`src/rxc_pkg.sv`:
```
package rxc_pkg;

  // Lane count and transmit alignment marker values after reset
  localparam int RXC_LANES = 20;
  localparam logic [63:0] RXC_MARKER_RST [RXC_LANES] = '{
    64'hc16821003e97de00, 64'h9d718e00628e7100, 64'h594be800a6b41700,
    64'h4d957b00b26a8400, 64'hf50709000af8f600, 64'hdd14c20022eb3d00,
    64'h9a4a260065b5d900, 64'h7b45660084ba9900, 64'ha02476005fdb8900,
    64'h68c9fb0097360400, 64'hfd6c990002936600, 64'hb9915500466eaa00,
    64'h5cb9b200a3464d00, 64'h1af8bd00e5074200, 64'h83c7ca007c383500,
    64'h3536cd00cac93200, 64'hc4314c003bceb300, 64'hadd6b70052294800,
    64'h5f662a00a099d500, 64'hc0f0e5003f0f1a00
  };

  // Register byte offsets
  localparam logic [8:0] RXC_CTRL_OFS    = 9'h000;
  localparam logic [8:0] RXC_MAXLEN_OFS  = 9'h004;
  localparam logic [8:0] RXC_MINLEN_OFS  = 9'h008;
  localparam logic [8:0] RXC_SPACING_OFS = 9'h00c;
  localparam logic [8:0] RXC_STATUS_OFS  = 9'h010;
  localparam logic [8:0] RXC_MASK_OFS    = 9'h014;
  localparam logic [8:0] RXC_STATE_OFS   = 9'h018;
  localparam logic [8:0] RXC_MARKER_OFS  = 9'h100;

  // Control field positions and values after reset
  localparam int RXC_CTRL_PRE    = 0;
  localparam int RXC_CTRL_SFD    = 1;
  localparam int RXC_CTRL_STRIP  = 2;
  localparam int RXC_CTRL_IGNORE = 3;
  localparam logic [3:0]  RXC_CTRL_RST    = 4'h4;
  localparam logic [14:0] RXC_MAXLEN_RST  = 15'h2580;
  localparam logic [7:0]  RXC_MINLEN_RST  = 8'h40;
  localparam logic [15:0] RXC_SPACING_RST = 16'h3fff;

  // Event bits of status and mask
  localparam int RXC_EV_BAD_FCS  = 0;
  localparam int RXC_EV_OVERSIZE = 1;
  localparam int RXC_EV_UNDER    = 2;
  localparam int RXC_EV_RUNT     = 3;
  localparam int RXC_EV_PREAMBLE = 4;
  localparam int RXC_EV_SFD      = 5;
  localparam int RXC_EV_MARKER   = 6;
  localparam int RXC_EV_W        = 7;

  // Frame constants
  localparam logic [15:0] RXC_RUNT_LEN   = 16'h0040;
  localparam logic [15:0] RXC_STRIP_MIN  = 16'h0008;
  localparam logic [3:0]  RXC_FCS_BYTES  = 4'h4;
  localparam logic [3:0]  RXC_WORD_BYTES = 4'h8;
  localparam logic [55:0] RXC_PREAMBLE   = 56'h55555555555555;
  localparam logic [7:0]  RXC_SFD        = 8'hd5;
  localparam int          RXC_PIPE_DEPTH = 9;

  // Receive packet state, Gray coded
  typedef enum logic [1:0] {
    RXC_IDLE    = 2'b00,
    RXC_BODY    = 2'b01,
    RXC_DISCARD = 2'b11
  } rxc_state_e;

endpackage

```
`src/rxc_lane_markers.sv`:
```
`timescale 1ns/1ps
`default_nettype none
module rxc_lane_markers
  import rxc_pkg::*;
#(
  parameter int LANES = RXC_LANES
) (
  // Clock and reset
  input  wire logic               clk,
  input  wire logic               rst_b,
  // Word access, index is lane times two plus upper half
  input  wire logic               wr_en,
  input  wire logic [5:0]         idx,
  input  wire logic [31:0]        wdata,
  output logic      [31:0]        rd_word,
  // Marker patterns, lane n at bits n*64 upward
  output logic      [LANES*64-1:0] pattern
);

  logic [63:0] pat_reg [LANES];

  // One marker register per lane
  for (genvar g = 0; g < LANES; g++) begin : g_lane
    always_ff @(posedge clk or negedge rst_b) begin
      if (!rst_b) begin
        pat_reg[g] <= RXC_MARKER_RST[g];
      end else if (wr_en && idx[5:1] == 5'(g)) begin
        if (idx[0]) begin
          pat_reg[g][63:32] <= wdata;
        end else begin
          pat_reg[g][31:0] <= wdata;
        end
      end
    end
    assign pattern[g*64 +: 64] = pat_reg[g];
  end

  // Read half selected by index, zero past the last lane
  always_comb begin
    rd_word = 32'h0;
    if (int'(idx[5:1]) < LANES) begin
      rd_word = idx[0] ? pat_reg[idx[5:1]][63:32] : pat_reg[idx[5:1]][31:0];
    end
  end

endmodule // rxc_lane_markers
`default_nettype wire

```
`src/rxc_marker_spacing.sv`:
```
`timescale 1ns/1ps
`default_nettype none
module rxc_marker_spacing
  import rxc_pkg::*;
(
  // Clock and reset
  input  wire logic        clk,
  input  wire logic        rst_b,
  // Lane words
  input  wire logic        word_stb,
  input  wire logic        marker,
  input  wire logic [15:0] spacing_m1,
  // Spacing state
  output var  logic        lock,
  output var  logic        err
);

  logic [16:0] cnt_reg;
  logic        due;

  // Marker expected after spacing plus one data words
  assign due = cnt_reg == {1'b0, spacing_m1} + 17'h1;

  // Word count since the last marker, lock and error pulse
  always_ff @(posedge clk or negedge rst_b) begin
    if (!rst_b) begin
      cnt_reg <= 17'h0;
      lock    <= 1'b0;
      err     <= 1'b0;
    end else begin
      err <= 1'b0;
      if (word_stb) begin
        if (marker) begin
          err     <= lock && !due;   // Early marker
          lock    <= 1'b1;
          cnt_reg <= 17'h0;
        end else if (lock && due) begin
          err     <= 1'b1;           // Missing marker
          lock    <= 1'b0;
          cnt_reg <= 17'h0;
        end else begin
          cnt_reg <= cnt_reg + 17'h1;
        end
      end
    end
  end

endmodule // rxc_marker_spacing
`default_nettype wire

```
`src/rxc_frame_check.sv`:
```
// Operation
// - Lanes 6-19 emit configured 64-bit markers
// - Preamble checked only when enabled
// - Start delimiter checked only when enabled
// - Strip four-byte FCS when enabled
// - Keep FCS for packets of eight bytes
// - Ignore setting hides FCS error flag
// - Bad FCS raises error on last transfer
// - Ignored bad FCS counted good, still pulsed
// - Oversize truncated to maximum, error at end
// - Packets under 64 bytes are dropped
// - Below minimum length raises end error
// - Receive markers every spacing plus one
// - Lanes 0-5 emit configured markers too
//
// The plain strobed port and the register addresses were chosen for this implementation.
`timescale 1ns/1ps
`default_nettype none
module rxc_frame_check
  import rxc_pkg::*;
#(
  parameter int DEPTH = RXC_PIPE_DEPTH
) (
  // Clock and reset
  input  wire logic                    CLK,
  input  wire logic                    RST_B,
  // Register port
  input  wire logic [8:0]              ADDR,
  input  wire logic [31:0]             WR_DATA,
  input  wire logic                    WR_STB,
  input  wire logic                    RD_STB,
  output var  logic [31:0]             RD_DATA,
  // Receive frame words from the lane side
  input  wire logic                    IN_VALID,
  input  wire logic                    IN_SOP,
  input  wire logic                    IN_EOP,
  input  wire logic [2:0]              IN_MTY,
  input  wire logic [63:0]             IN_DATA,
  input  wire logic [63:0]             IN_PREAMBLE,
  input  wire logic                    IN_FCS_BAD,
  // Receive lane words for marker spacing
  input  wire logic                    PCS_WORD_STB,
  input  wire logic                    PCS_MARKER,
  // Segmented local packet bus
  output logic                         RX_SEGMENT_VALID,
  output logic                         RX_SOP,
  output logic                         RX_EOP,
  output logic                         RX_ERR,
  output logic      [2:0]              RX_MTY,
  output logic      [63:0]             RX_DATA,
  // Packet statistics and lane state
  output var  logic                    STAT_BAD_FCS,
  output var  logic                    STAT_GOOD_PKT,
  output var  logic                    STAT_BAD_PKT,
  output logic                         RX_MARKER_LOCK,
  // Transmit alignment markers
  output logic      [RXC_LANES*64-1:0] TX_LANE_ALIGN_PATTERN,
  // Interrupt
  output var  logic                    IRQ
);

  // Configuration, status and mask registers
  logic [3:0]          ctrl_reg;
  logic [14:0]         maxlen_reg;
  logic [7:0]          minlen_reg;
  logic [15:0]         spacing_reg;
  logic [RXC_EV_W-1:0] status_reg;
  logic [RXC_EV_W-1:0] mask_reg;
  logic [RXC_EV_W-1:0] events;

  // Per-packet copy of the settings
  logic [3:0]          lat_ctrl_reg;
  logic [14:0]         lat_max_reg;
  logic [7:0]          lat_min_reg;

  // Packet tracking
  rxc_state_e          state_reg;
  logic [15:0]         cnt_reg;
  logic                perr_reg;

  // Delay pipe, entry 0 newest
  logic [DEPTH-1:0]    pv_reg, ps_reg, pe_reg, pr_reg;
  logic [DEPTH-1:0]    pv_next, ps_next, pe_next, pr_next;
  logic [2:0]          pm_reg [DEPTH];
  logic [2:0]          pm_next [DEPTH];
  logic [63:0]         pd_reg [DEPTH];
  logic [63:0]         pd_next [DEPTH];

  // Word decode
  logic                take, over, eop_now, err_now, runt, under;
  logic                fcs_err, strip, pre_bad, sfd_bad, perr;
  logic [3:0]          vb, keep;
  logic [15:0]         base_cnt, len_sum;

  // Register port decode
  logic                mk_hit, mk_wr, mk_err;
  logic [5:0]          mk_idx;
  logic [31:0]         mk_rd;
  logic [8:0]          mk_ofs;

  assign mk_ofs = ADDR - RXC_MARKER_OFS;
  assign mk_hit = ADDR >= RXC_MARKER_OFS &&
                  ADDR < RXC_MARKER_OFS + 9'(RXC_LANES * 8);
  assign mk_idx = mk_ofs[7:2];
  assign mk_wr  = WR_STB && mk_hit;

  rxc_lane_markers #(
    .LANES   (RXC_LANES)
  ) u_markers (
    .clk     (CLK),
    .rst_b   (RST_B),
    .wr_en   (mk_wr),
    .idx     (mk_idx),
    .wdata   (WR_DATA),
    .rd_word (mk_rd),
    .pattern (TX_LANE_ALIGN_PATTERN)
  );

  rxc_marker_spacing u_spacing (
    .clk        (CLK),
    .rst_b      (RST_B),
    .word_stb   (PCS_WORD_STB),
    .marker     (PCS_MARKER),
    .spacing_m1 (spacing_reg),
    .lock       (RX_MARKER_LOCK),
    .err        (mk_err)
  );

  // Configuration register writes
  always_ff @(posedge CLK or negedge RST_B) begin
    if (!RST_B) begin
      ctrl_reg    <= RXC_CTRL_RST;
      maxlen_reg  <= RXC_MAXLEN_RST;
      minlen_reg  <= RXC_MINLEN_RST;
      spacing_reg <= RXC_SPACING_RST;
      mask_reg    <= '0;
    end else if (WR_STB) begin
      case (ADDR)
        RXC_CTRL_OFS:    ctrl_reg    <= WR_DATA[3:0];
        RXC_MAXLEN_OFS:  maxlen_reg  <= WR_DATA[14:0];
        RXC_MINLEN_OFS:  minlen_reg  <= WR_DATA[7:0];
        RXC_SPACING_OFS: spacing_reg <= WR_DATA[15:0];
        RXC_MASK_OFS:    mask_reg    <= WR_DATA[RXC_EV_W-1:0];
        default: ;
      endcase
    end
  end

  always_ff @(posedge CLK or negedge RST_B) begin
    if (!RST_B) begin
      lat_ctrl_reg <= RXC_CTRL_RST;
      lat_max_reg  <= RXC_MAXLEN_RST;
      lat_min_reg  <= RXC_MINLEN_RST;
    end else if (!(IN_VALID && IN_SOP) && state_reg != RXC_BODY) begin
      lat_ctrl_reg <= ctrl_reg;
      lat_max_reg  <= maxlen_reg;
      lat_min_reg  <= minlen_reg;
    end
  end

  // Length and check decode of the incoming word
  always_comb begin
    take     = IN_VALID && (IN_SOP || state_reg == RXC_BODY);
    vb       = IN_EOP ? RXC_WORD_BYTES - {1'b0, IN_MTY} : RXC_WORD_BYTES;
    base_cnt = IN_SOP ? 16'h0 : cnt_reg;
    len_sum  = base_cnt + {12'h0, vb};
    keep     = 4'({1'b0, lat_max_reg} - base_cnt);
    over     = take && (len_sum > {1'b0, lat_max_reg} ||
               (!IN_EOP && len_sum == {1'b0, lat_max_reg}));
    pre_bad  = take && IN_SOP && lat_ctrl_reg[RXC_CTRL_PRE] &&
               IN_PREAMBLE[55:0] != RXC_PREAMBLE;
    sfd_bad  = take && IN_SOP && lat_ctrl_reg[RXC_CTRL_SFD] &&
               IN_PREAMBLE[63:56] != RXC_SFD;
    perr     = (IN_SOP ? 1'b0 : perr_reg) | pre_bad | sfd_bad;
    eop_now  = take && (IN_EOP || over);
    runt     = take && IN_EOP && !over && len_sum < RXC_RUNT_LEN;
    under    = take && IN_EOP && !over && len_sum < {8'h0, lat_min_reg};
    fcs_err  = take && IN_EOP && !over && IN_FCS_BAD &&
               !lat_ctrl_reg[RXC_CTRL_IGNORE];
    err_now  = eop_now && (over || under || fcs_err || perr);
    // strip enable, not for short packets
    strip    = take && IN_EOP && !over && lat_ctrl_reg[RXC_CTRL_STRIP] &&
               len_sum > RXC_STRIP_MIN;
  end

  // Pipe next state: shift, insert, strip and drop
  always_comb begin
    logic go;
    go = runt;
    pv_next[0] = take;
    ps_next[0] = take && IN_SOP;
    pe_next[0] = eop_now;
    pr_next[0] = err_now;
    pm_next[0] = over ? 3'(RXC_WORD_BYTES - keep) : IN_MTY;
    pd_next[0] = IN_DATA;
    for (int i = 1; i < DEPTH; i++) begin
      pv_next[i] = pv_reg[i-1];
      ps_next[i] = ps_reg[i-1];
      pe_next[i] = pe_reg[i-1];
      pr_next[i] = pr_reg[i-1];
      pm_next[i] = pm_reg[i-1];
      pd_next[i] = pd_reg[i-1];
    end
    if (strip) begin
      if (vb > RXC_FCS_BYTES) begin
        pm_next[0] = IN_MTY + 3'(RXC_FCS_BYTES);
      end else begin
        pv_next[0] = 1'b0;
        pe_next[1] = 1'b1;
        pr_next[1] = err_now;
        pm_next[1] = 3'(RXC_FCS_BYTES - vb);
      end
    end
    for (int i = 0; i < DEPTH; i++) begin
      if (go) begin
        pv_next[i] = 1'b0;
        if (ps_next[i]) begin
          go = 1'b0;
        end
      end
    end
  end

  // Pipe registers
  always_ff @(posedge CLK or negedge RST_B) begin
    if (!RST_B) begin
      pv_reg <= '0;
      ps_reg <= '0;
      pe_reg <= '0;
      pr_reg <= '0;
      for (int i = 0; i < DEPTH; i++) begin
        pm_reg[i] <= 3'h0;
        pd_reg[i] <= 64'h0;
      end
    end else begin
      pv_reg <= pv_next;
      ps_reg <= ps_next;
      pe_reg <= pe_next;
      pr_reg <= pr_next;
      for (int i = 0; i < DEPTH; i++) begin
        pm_reg[i] <= pm_next[i];
        pd_reg[i] <= pd_next[i];
      end
    end
  end

  // Packet bus straight from the oldest pipe entry
  assign RX_SEGMENT_VALID = pv_reg[DEPTH-1];
  assign RX_SOP           = ps_reg[DEPTH-1] && pv_reg[DEPTH-1];
  assign RX_EOP           = pe_reg[DEPTH-1] && pv_reg[DEPTH-1];
  assign RX_ERR           = pr_reg[DEPTH-1] && pv_reg[DEPTH-1];
  assign RX_MTY           = pm_reg[DEPTH-1];
  assign RX_DATA          = pd_reg[DEPTH-1];

  // Packet state, byte count and sticky header error
  always_ff @(posedge CLK or negedge RST_B) begin
    if (!RST_B) begin
      state_reg <= RXC_IDLE;
      cnt_reg   <= 16'h0;
      perr_reg  <= 1'b0;
    end else begin
      if (take) begin
        cnt_reg  <= len_sum;
        perr_reg <= perr;
        if (!eop_now) begin
          state_reg <= RXC_BODY;
        end else if (over && !IN_EOP) begin
          state_reg <= RXC_DISCARD;   // Drop the rest
        end else begin
          state_reg <= RXC_IDLE;
        end
      end else if (state_reg == RXC_DISCARD && IN_VALID && IN_EOP) begin
        state_reg <= RXC_IDLE;
      end
    end
  end

  // Statistics pulses at the end of each received packet
  always_ff @(posedge CLK or negedge RST_B) begin
    if (!RST_B) begin
      STAT_BAD_FCS  <= 1'b0;
      STAT_GOOD_PKT <= 1'b0;
      STAT_BAD_PKT  <= 1'b0;
    end else begin
      STAT_BAD_FCS  <= take && IN_EOP && !over && IN_FCS_BAD;
      STAT_GOOD_PKT <= eop_now && !err_now && !runt;
      STAT_BAD_PKT  <= eop_now && (err_now || runt);
    end
  end

  // Event sources
  always_comb begin
    events                  = '0;
    events[RXC_EV_BAD_FCS]  = take && IN_EOP && !over && IN_FCS_BAD;
    events[RXC_EV_OVERSIZE] = over;
    events[RXC_EV_UNDER]    = under && !runt;
    events[RXC_EV_RUNT]     = runt;
    events[RXC_EV_PREAMBLE] = pre_bad;
    events[RXC_EV_SFD]      = sfd_bad;
    events[RXC_EV_MARKER]   = mk_err;
  end

  // Sticky status, write one to clear, new event wins
  always_ff @(posedge CLK or negedge RST_B) begin
    if (!RST_B) begin
      status_reg <= '0;
    end else if (WR_STB && ADDR == RXC_STATUS_OFS) begin
      status_reg <= (status_reg & ~WR_DATA[RXC_EV_W-1:0]) | events;
    end else begin
      status_reg <= status_reg | events;
    end
  end

  // Level interrupt from unmasked status
  always_ff @(posedge CLK or negedge RST_B) begin
    if (!RST_B) begin
      IRQ <= 1'b0;
    end else begin
      IRQ <= |(status_reg & mask_reg);
    end
  end

  // Read data, one cycle after the strobe only
  always_ff @(posedge CLK or negedge RST_B) begin
    if (!RST_B) begin
      RD_DATA <= 32'h0;
    end else if (!RD_STB) begin
      RD_DATA <= 32'h0;
    end else if (mk_hit) begin
      RD_DATA <= mk_rd;
    end else begin
      case (ADDR)
        RXC_CTRL_OFS:    RD_DATA <= {28'h0, ctrl_reg};
        RXC_MAXLEN_OFS:  RD_DATA <= {17'h0, maxlen_reg};
        RXC_MINLEN_OFS:  RD_DATA <= {24'h0, minlen_reg};
        RXC_SPACING_OFS: RD_DATA <= {16'h0, spacing_reg};
        RXC_STATUS_OFS:  RD_DATA <= {25'h0, status_reg};
        RXC_MASK_OFS:    RD_DATA <= {25'h0, mask_reg};
        RXC_STATE_OFS:   RD_DATA <= {29'h0, RX_MARKER_LOCK, state_reg};
        default:         RD_DATA <= 32'h0;
      endcase
    end
  end

endmodule // rxc_frame_check
`default_nettype wire

```
`config.mk`:
```
export PLATFORM = sky130hd
export DESIGN_NAME = rxc_frame_check
export DESIGN_NICKNAME = d
export VERILOG_FILES = /design/src/rxc_pkg.sv /design/src/rxc_lane_markers.sv /design/src/rxc_marker_spacing.sv /design/src/rxc_frame_check.sv
export SDC_FILE = /design/constraint.sdc
export NUM_CORES = 2
export LEC_CHECK = 0
export ABC_AREA = 1
export BUFFER_PORTS_ARGS = -buffer_cell sky130_fd_sc_hd__buf_2
export CAP_MARGIN = 20
export CELL_PAD_IN_SITES_DETAIL_PLACEMENT = 0
export CELL_PAD_IN_SITES_GLOBAL_PLACEMENT = 1
export CORE_AREA = 5 5 604 606
export DETAILED_ROUTE_END_ITERATION = 8
export DIE_AREA = 0 0 609 611
export PLACE_DENSITY_LB_ADDON = 0.1
export SETUP_SLACK_MARGIN = 0.15
export SLEW_MARGIN = 25
export SYNTH_ARGS = -nofsm -noshare
export SYNTH_HDL_FRONTEND = slang
export SYNTH_SLANG_ARGS = --single-unit
```
`constraint.sdc`:
```
create_clock -name CLK -period 7.99 [get_ports CLK]
set_input_delay 0.799 -clock CLK [delete_from_list [all_inputs] [get_ports CLK]]
set_output_delay 0.799 -clock CLK [all_outputs]
set_load 0.05 [all_outputs]
```
# == Yosys cells after proc, flatten, opt, wreduce, memory -nomap -nowiden ==
# Index checks and enable logic that the tools add are counted.
# classes
n_lt_le_gt_ge,9
n_eq_ne,32
mux,58
bitwise,9
reduce_logical,120
addsub,9
# op_table
cell,count
binary-select mux 64 bit (select 5 bit),1
2-to-1 mux 32 bit,4
2-to-1 mux 64 bit,2
one-hot mux 16 bit (7 select lines),1
AND reduction 2 bit,46
inequality test 56 x 55 -> 1 bit (second input constant),1
logical AND 1 bit,55
== test 5 x 4 -> 1 bit (second input constant),8
2-to-1 mux 1 bit,37
2-to-1 mux 17 bit,2
== test 9 x 5 -> 1 bit (second input constant),3
== test 5 x 3 -> 1 bit (second input constant),4
== test 5 bit (second input constant),4
== test 9 x 4 -> 1 bit (second input constant),2
adder 16 x 1 -> 17 bit (second input constant),1
adder 17 x 1 -> 17 bit (second input constant),1
== test 17 bit,1
adder 16 x 4 -> 16 bit,1
== test 16 x 15 -> 1 bit,1
greater-than comparator 16 x 15 -> 1 bit,1
greater-than comparator 16 x 4 -> 1 bit (second input constant),1
< comparator 16 x 7 -> 1 bit (second input constant),1
< comparator 16 x 8 -> 1 bit,1
2-to-1 mux 16 bit,1
other kinds (35),57
# word_totals
in_bits,182
reg_bits,2077
elab_cells,319
out_inout_bits,1388

# == Depth between registers and ports, before layout ==
# logic_depth
ltp_word,19
mapped_depth,29
ltp_nobuf,29

# == Hierarchy ==
# Synthesis repeated with hierarchy kept, for this count alone.
# unflattened
cells_unflattened,9553
area_unflattened_um2,84418.5
# by_module_without_submodules
module,seq_area_each_um2,instances,area_per_inst_um2,cells_each
rxc_lane_markers,32631.3,1,59086.7,7662
rxc_frame_check,19501.2,1,23551.3,1608
rxc_marker_spacing,475.5,1,1780.5,283

# == Least setup slack after synthesis ==
# OpenSTA, ideal clock, no wires.
# synth_timing
kind,input port to flip-flop
from,input IN_SOP
to,register pm_reg (netlist bit pm_next[20])
n_path_buf,2
cell_stages,29
setup_slack_ns,3.531
setup_ns,0.129
arrival_time_ns,4.331
t_required_ns,7.861
cell_sequence,buf_6 -> buf_6 -> nor2_1 -> ha_1 -> inv_1 -> fa_1 -> inv_1 -> nand4_1 -> nand2_1 -> nand3_1 -> nor2_1 -> xnor2_1 -> inv_1 -> ha_1 -> nand2_1 -> inv_1 -> nand3_1 -> a21oi_1 -> or3_1 -> nand4_1 -> nand2_1 -> nand2_1 -> nand2_1 -> inv_1 -> nand3_1 -> nor2_2 -> inv_2 -> nand2_1 -> o21ai_0
# synth_rtl
item,line_no,source
start: declaration,rxc_frame_check.sv:35,"input wire logic IN_SOP,"
end signal: indexed assignment,rxc_frame_check.sv:241,pm_reg[i] <= pm_next[i];
end: declaration,rxc_frame_check.sv:84,logic [2:0] pm_reg [DEPTH];

==> flow_summary_export.csv <==
group,metric,value,unit
hold_path,min-delay-path-class,"input port to register",
die,die_area,372000,sq um
die,chipWidth,609,um
synth,number_of_warnings_issued_by_yosys,0,
worst_setup_path,regToRegStartpoint,"cnt_reg[0]$_DFFE_PN0P_",
clock_network,clockRootBuffer,"sky130_fd_sc_hd__clkbuf_16",
worst_setup_path,cpPeakStageDelay,0.46,ns
finish,layout-drive-gt1-share,0.306,
clock_network,clk_sinks,2077,
power,largest_vdd_supply_drop,0.000148,V
power,internal-power,19.5,mW
finish,utilization,0.286,
synth,syn_avg_cell_area,10.6,sq um
worst_setup_path,crit_path_start_kind,"register",
finish,syn_to_final_growth,29.8,%
synth,netlist.area_leader.share,0.497,
synth,synthesis.area,79000,sq um
hold_path,holdCritStartpoint,"IN_MTY[2]",
worst_setup_path,worst-setup-path-type,"register to register",
clock_network,cts_max_level,5,
worst_setup_path,worstPathArrival,5.25,ns
sta,post-route-min-period,4.46,ns
synth,synth_ff_type,"sky130_fd_sc_hd__dfrtp_1",
synth,synth.ff_latch_count,2077,
synth,synth.lib_cells_used.distinct,57,
route,drt_drc_violations_left,0,
clock_network,cts_tree,"yes",
sta,rsz0062_at_grt,"false",
synth,number_of_flops_mapped_to_enable_cells_by_yosys,0,
power,pwr_density_cell,278,nW/um^2
power,p_sw,8.99,mW
hold_path,worst_hold_path.endpoint,"pm_reg[26]$_DFF_PN0_",
synth,cells_after_synthesis,7458,
die,die-height,611,um
grt,grt_start_max_net_pins,167,
route,detail_route.wirelength,472000,um
run_status,run_status,"finished clean",
route,ant_nets,0,
worst_setup_path,crit_path_top_delay_cell,"sky130_fd_sc_hd__fa_1",
die,floorplan.rows,220,
placed_design,place.port_buffers,1569,
die,initial_core_util,0.221,
power,sequentialPowerShare,0.415,
die,io-pin-count,1570,
clock_network,tritoncts.num_buffers,268,
finish,number_of_flip_flops_in_the_largest_register,1280,
worst_setup_path,worst_flop_to_flop_path_endpoint,"pm_next[18]$_DFF_PN0_",
sta,totalNegativeSetupSlack,0,ns
synth,synthesis.nets,7673,
die,core_area,358000,sq um
clock_network,cts.path.max_buffers,4,
sta,period_share,0.559,
worst_setup_path,critPathMaxFanout,9,
worst_setup_path,cpLargestDelayFamily,"simple AND/OR/NAND/NOR gates",
placed_design,gp_congestion,0.850,
worst_setup_path,cp.buffers_inverters,7,
synth,netlist.top_cell.by_area,"sky130_fd_sc_hd__dfrtp_1",
worst_setup_path,r2r_setup_slack,3.53,ns
route,detailedRoute.firstPassIterationCount,6,
sta,slew_viol_final,0,
synth,async_set_or_reset_flop_fraction_in_the_synthesized_netlist,1.00,
grt,first_global_vias,64500,
power,total_leakage_power,46.5,nW
synth,synth-seq-area-share,0.666,
route,route.vias.total,64400,
sta,setup_viol,0,
placed_design,hpwl,344000,um
power,comb_power_share,0.145,
route,wl_per_cell,33.9,um
sta,final-hold-violation-count,0,
route,drt_iter0_drc,5056,
sta,achievable-frequency,224,MHz
hold_path,worst_hold_depth,2,
finish,design.final.nets,9122,
sta,max_transition_margin,0.247,
worst_setup_path,worstRegToRegCells,28,
grt,antenna_found_initial,21,
sta,timing.clock.skew,0.0640,ns
sta,max_slew.worst_pin.slew,1.12,ns
grt,overflow,0,
route,post_drt_via_cell_ratio,4.63,
worst_setup_path,critPathCaptureType,"register",
grt,gr_usage_total,0.244,
synth,synth.area.top_cells,"sky130_fd_sc_hd__dfrtp_1, sky130_fd_sc_hd__dfstp_2, sky130_fd_sc_hd__o21ai_0",
worst_setup_path,cp_data_required_time,8.78,ns
clock_network,clk_latency,0.92,ns
power,power_switching_share,0.316,
grt,grt_first_pass_wirelength,625000,um
run,maxCapViolCount,0,
clock_network,worst_setup_hold_path_clk_slew,0.06,ns
power,power_frac_clock,0.440,
cell families after synthesis:
group                    Yosys count  share of synthesized area
AND/OR/NAND/NOR                 2064                      0.102
XOR/XNOR                          44                    0.00488
flip-flops                      2077                      0.666
buffers and inverters            794                     0.0384
AO/OA/AOI/OAI                   2446                      0.183
adder cells (fa/ha/maj)           33                    0.00541
layer usage:
metal / up-vias / GRT usage / routed length [um]
li1: 28500 / - / -
met1: 33100 / 0.270 / 173000
met2: 2265 / 0.441 / 243000
met3: 543 / 0.0693 / 34000
met4: 2 / 0.0960 / 21600
met5: - / 0 / 13
cells in the final DEF, fill, tap and decap left out, types with 11 or more instances in the layout:
cell type                       instances
sky130_fd_sc_hd__a21boi_0             116
sky130_fd_sc_hd__a21oi_1              203
sky130_fd_sc_hd__a221oi_1              21
sky130_fd_sc_hd__a22oi_1              576
sky130_fd_sc_hd__a311oi_1              12
sky130_fd_sc_hd__a41oi_1               13
sky130_fd_sc_hd__buf_12                22
sky130_fd_sc_hd__buf_2               1567
sky130_fd_sc_hd__buf_4                113
sky130_fd_sc_hd__bufinv_16             15
sky130_fd_sc_hd__clkbuf_1              79
sky130_fd_sc_hd__clkbuf_16            274
sky130_fd_sc_hd__clkbuf_8              59
sky130_fd_sc_hd__clkinv_2              32
sky130_fd_sc_hd__dfrtp_1             1571
sky130_fd_sc_hd__dfstp_2              506
sky130_fd_sc_hd__diode_2               11
sky130_fd_sc_hd__dlygate4sd3_1         65
sky130_fd_sc_hd__ha_1                  31
sky130_fd_sc_hd__inv_1                169
sky130_fd_sc_hd__inv_2                 24
sky130_fd_sc_hd__nand2_1             1755
sky130_fd_sc_hd__nand2_2               23
sky130_fd_sc_hd__nand2_4               22
sky130_fd_sc_hd__nand3_1               49
sky130_fd_sc_hd__nand4_1               46
sky130_fd_sc_hd__nor2_1               107
sky130_fd_sc_hd__nor2_2                12
sky130_fd_sc_hd__nor3_1                17
sky130_fd_sc_hd__o21ai_0             1399
sky130_fd_sc_hd__o41ai_2               41
sky130_fd_sc_hd__o41ai_4               13
sky130_fd_sc_hd__xor2_1                37
cell usage after synthesis (17+ instances only):
master	number
sky130_fd_sc_hd__inv_1	193
sky130_fd_sc_hd__dfstp_2	506
sky130_fd_sc_hd__nor3_1	17
sky130_fd_sc_hd__ha_1	31
sky130_fd_sc_hd__a21boi_0	124
sky130_fd_sc_hd__clkbuf_1	530
sky130_fd_sc_hd__buf_2	19
sky130_fd_sc_hd__dfrtp_1	1571
sky130_fd_sc_hd__a22oi_1	576
sky130_fd_sc_hd__nand4_1	46
sky130_fd_sc_hd__a21oi_1	208
sky130_fd_sc_hd__xor2_1	37
sky130_fd_sc_hd__nand3_1	49
sky130_fd_sc_hd__a221oi_1	23
sky130_fd_sc_hd__nand2_1	1798
sky130_fd_sc_hd__buf_1	36
sky130_fd_sc_hd__o21ai_0	1399
sky130_fd_sc_hd__nor2_1	114
sky130_fd_sc_hd__o41ai_1	60
cell type report:
class | count | area, sq um
diodes | 11 | 27.5
clock buffers | 412 | 7970
clock inverters | 74 | 1090
fillers | 37800 | 256000
inverters | 203 | 786
multi-input cells | 4587 | 24200
flip-flops and latches | 2077 | 52600
well taps | 4773 | 5970
repair buffers | 1770 | 9850
power by group through the flow:
| stage | clock, mW | combinational (mW) | sequential (mW) |
|---|---|---|---|
| after detailed placement | 0 | 4.19 | 12.0 |
| after global placement | 0 | 4.18 | 12.0 |
| after floorplan | 0 | 0.918 | 13.3 |
| after CTS | 12.9 | 4.22 | 11.8 |
| after global routing | 13.3 | 4.37 | 11.9 |
| final | 12.5 | 4.13 | 11.8 |
per-stage QoR:
stage / area (sq um) / power [mW] / hold slack [ns] / cells / setup slack [ns]
detailed placement: 92800 / 16.2 / 0.335 / 13300 / 2.70
global route: 103000 / 29.6 / 0.0913 / 13900 / 2.98
floorplan: 79000 / 14.2 / 0.331 / 7458 / 3.53
CTS: 102000 / 29.0 / 0.0458 / 13900 / 3.45
global placement: 92500 / 16.2 / 0.331 / 13300 / 2.49
finish: 103000 / 28.5 / 0.137 / 13900 / 3.53
worst register-to-register path, delay by kind of cell, from the launching register on:
| family | cells | cell delay (ns) |
|---|---|---|
| AOI/OAI and AO/OA | 2 | 0.10 |
| xor gates and xnor gates | 1 | 0.19 |
| adders and majority gates | 3 | 0.94 |
| buffers and inverters | 7 | 0.54 |
| DFF | 1 | 0.34 |
| and+or+nand+nor | 15 | 2.23 |
what timing repair did:
item,in CTS,in global routing
hold endpoints to repair,154,0
hold buffers,65,0
resized for setup,0,0
setup buffers,0,0
worst max-delay path by stage:
stage	from	to	slack, ns	cells past startpoint
6_report	cnt_reg[0]$_DFFE_PN0P_	pm_next[18]$_DFF_PN0_	3.53	28
5_1_grt	cnt_reg[0]$_DFFE_PN0P_	pm_next[20]$_DFF_PN0_	2.98	28
4_1_cts	cnt_reg[0]$_DFFE_PN0P_	pm_next[18]$_DFF_PN0_	3.45	28
3_5_place_dp	IN_SOP	pm_next[20]$_DFF_PN0_	2.70	28
3_3_place_gp	IN_SOP	pm_next[18]$_DFF_PN0_	2.49	28
2_1_floorplan	IN_SOP	pm_next[20]$_DFF_PN0_	3.53	29
(Power assumes the default switching activity.)
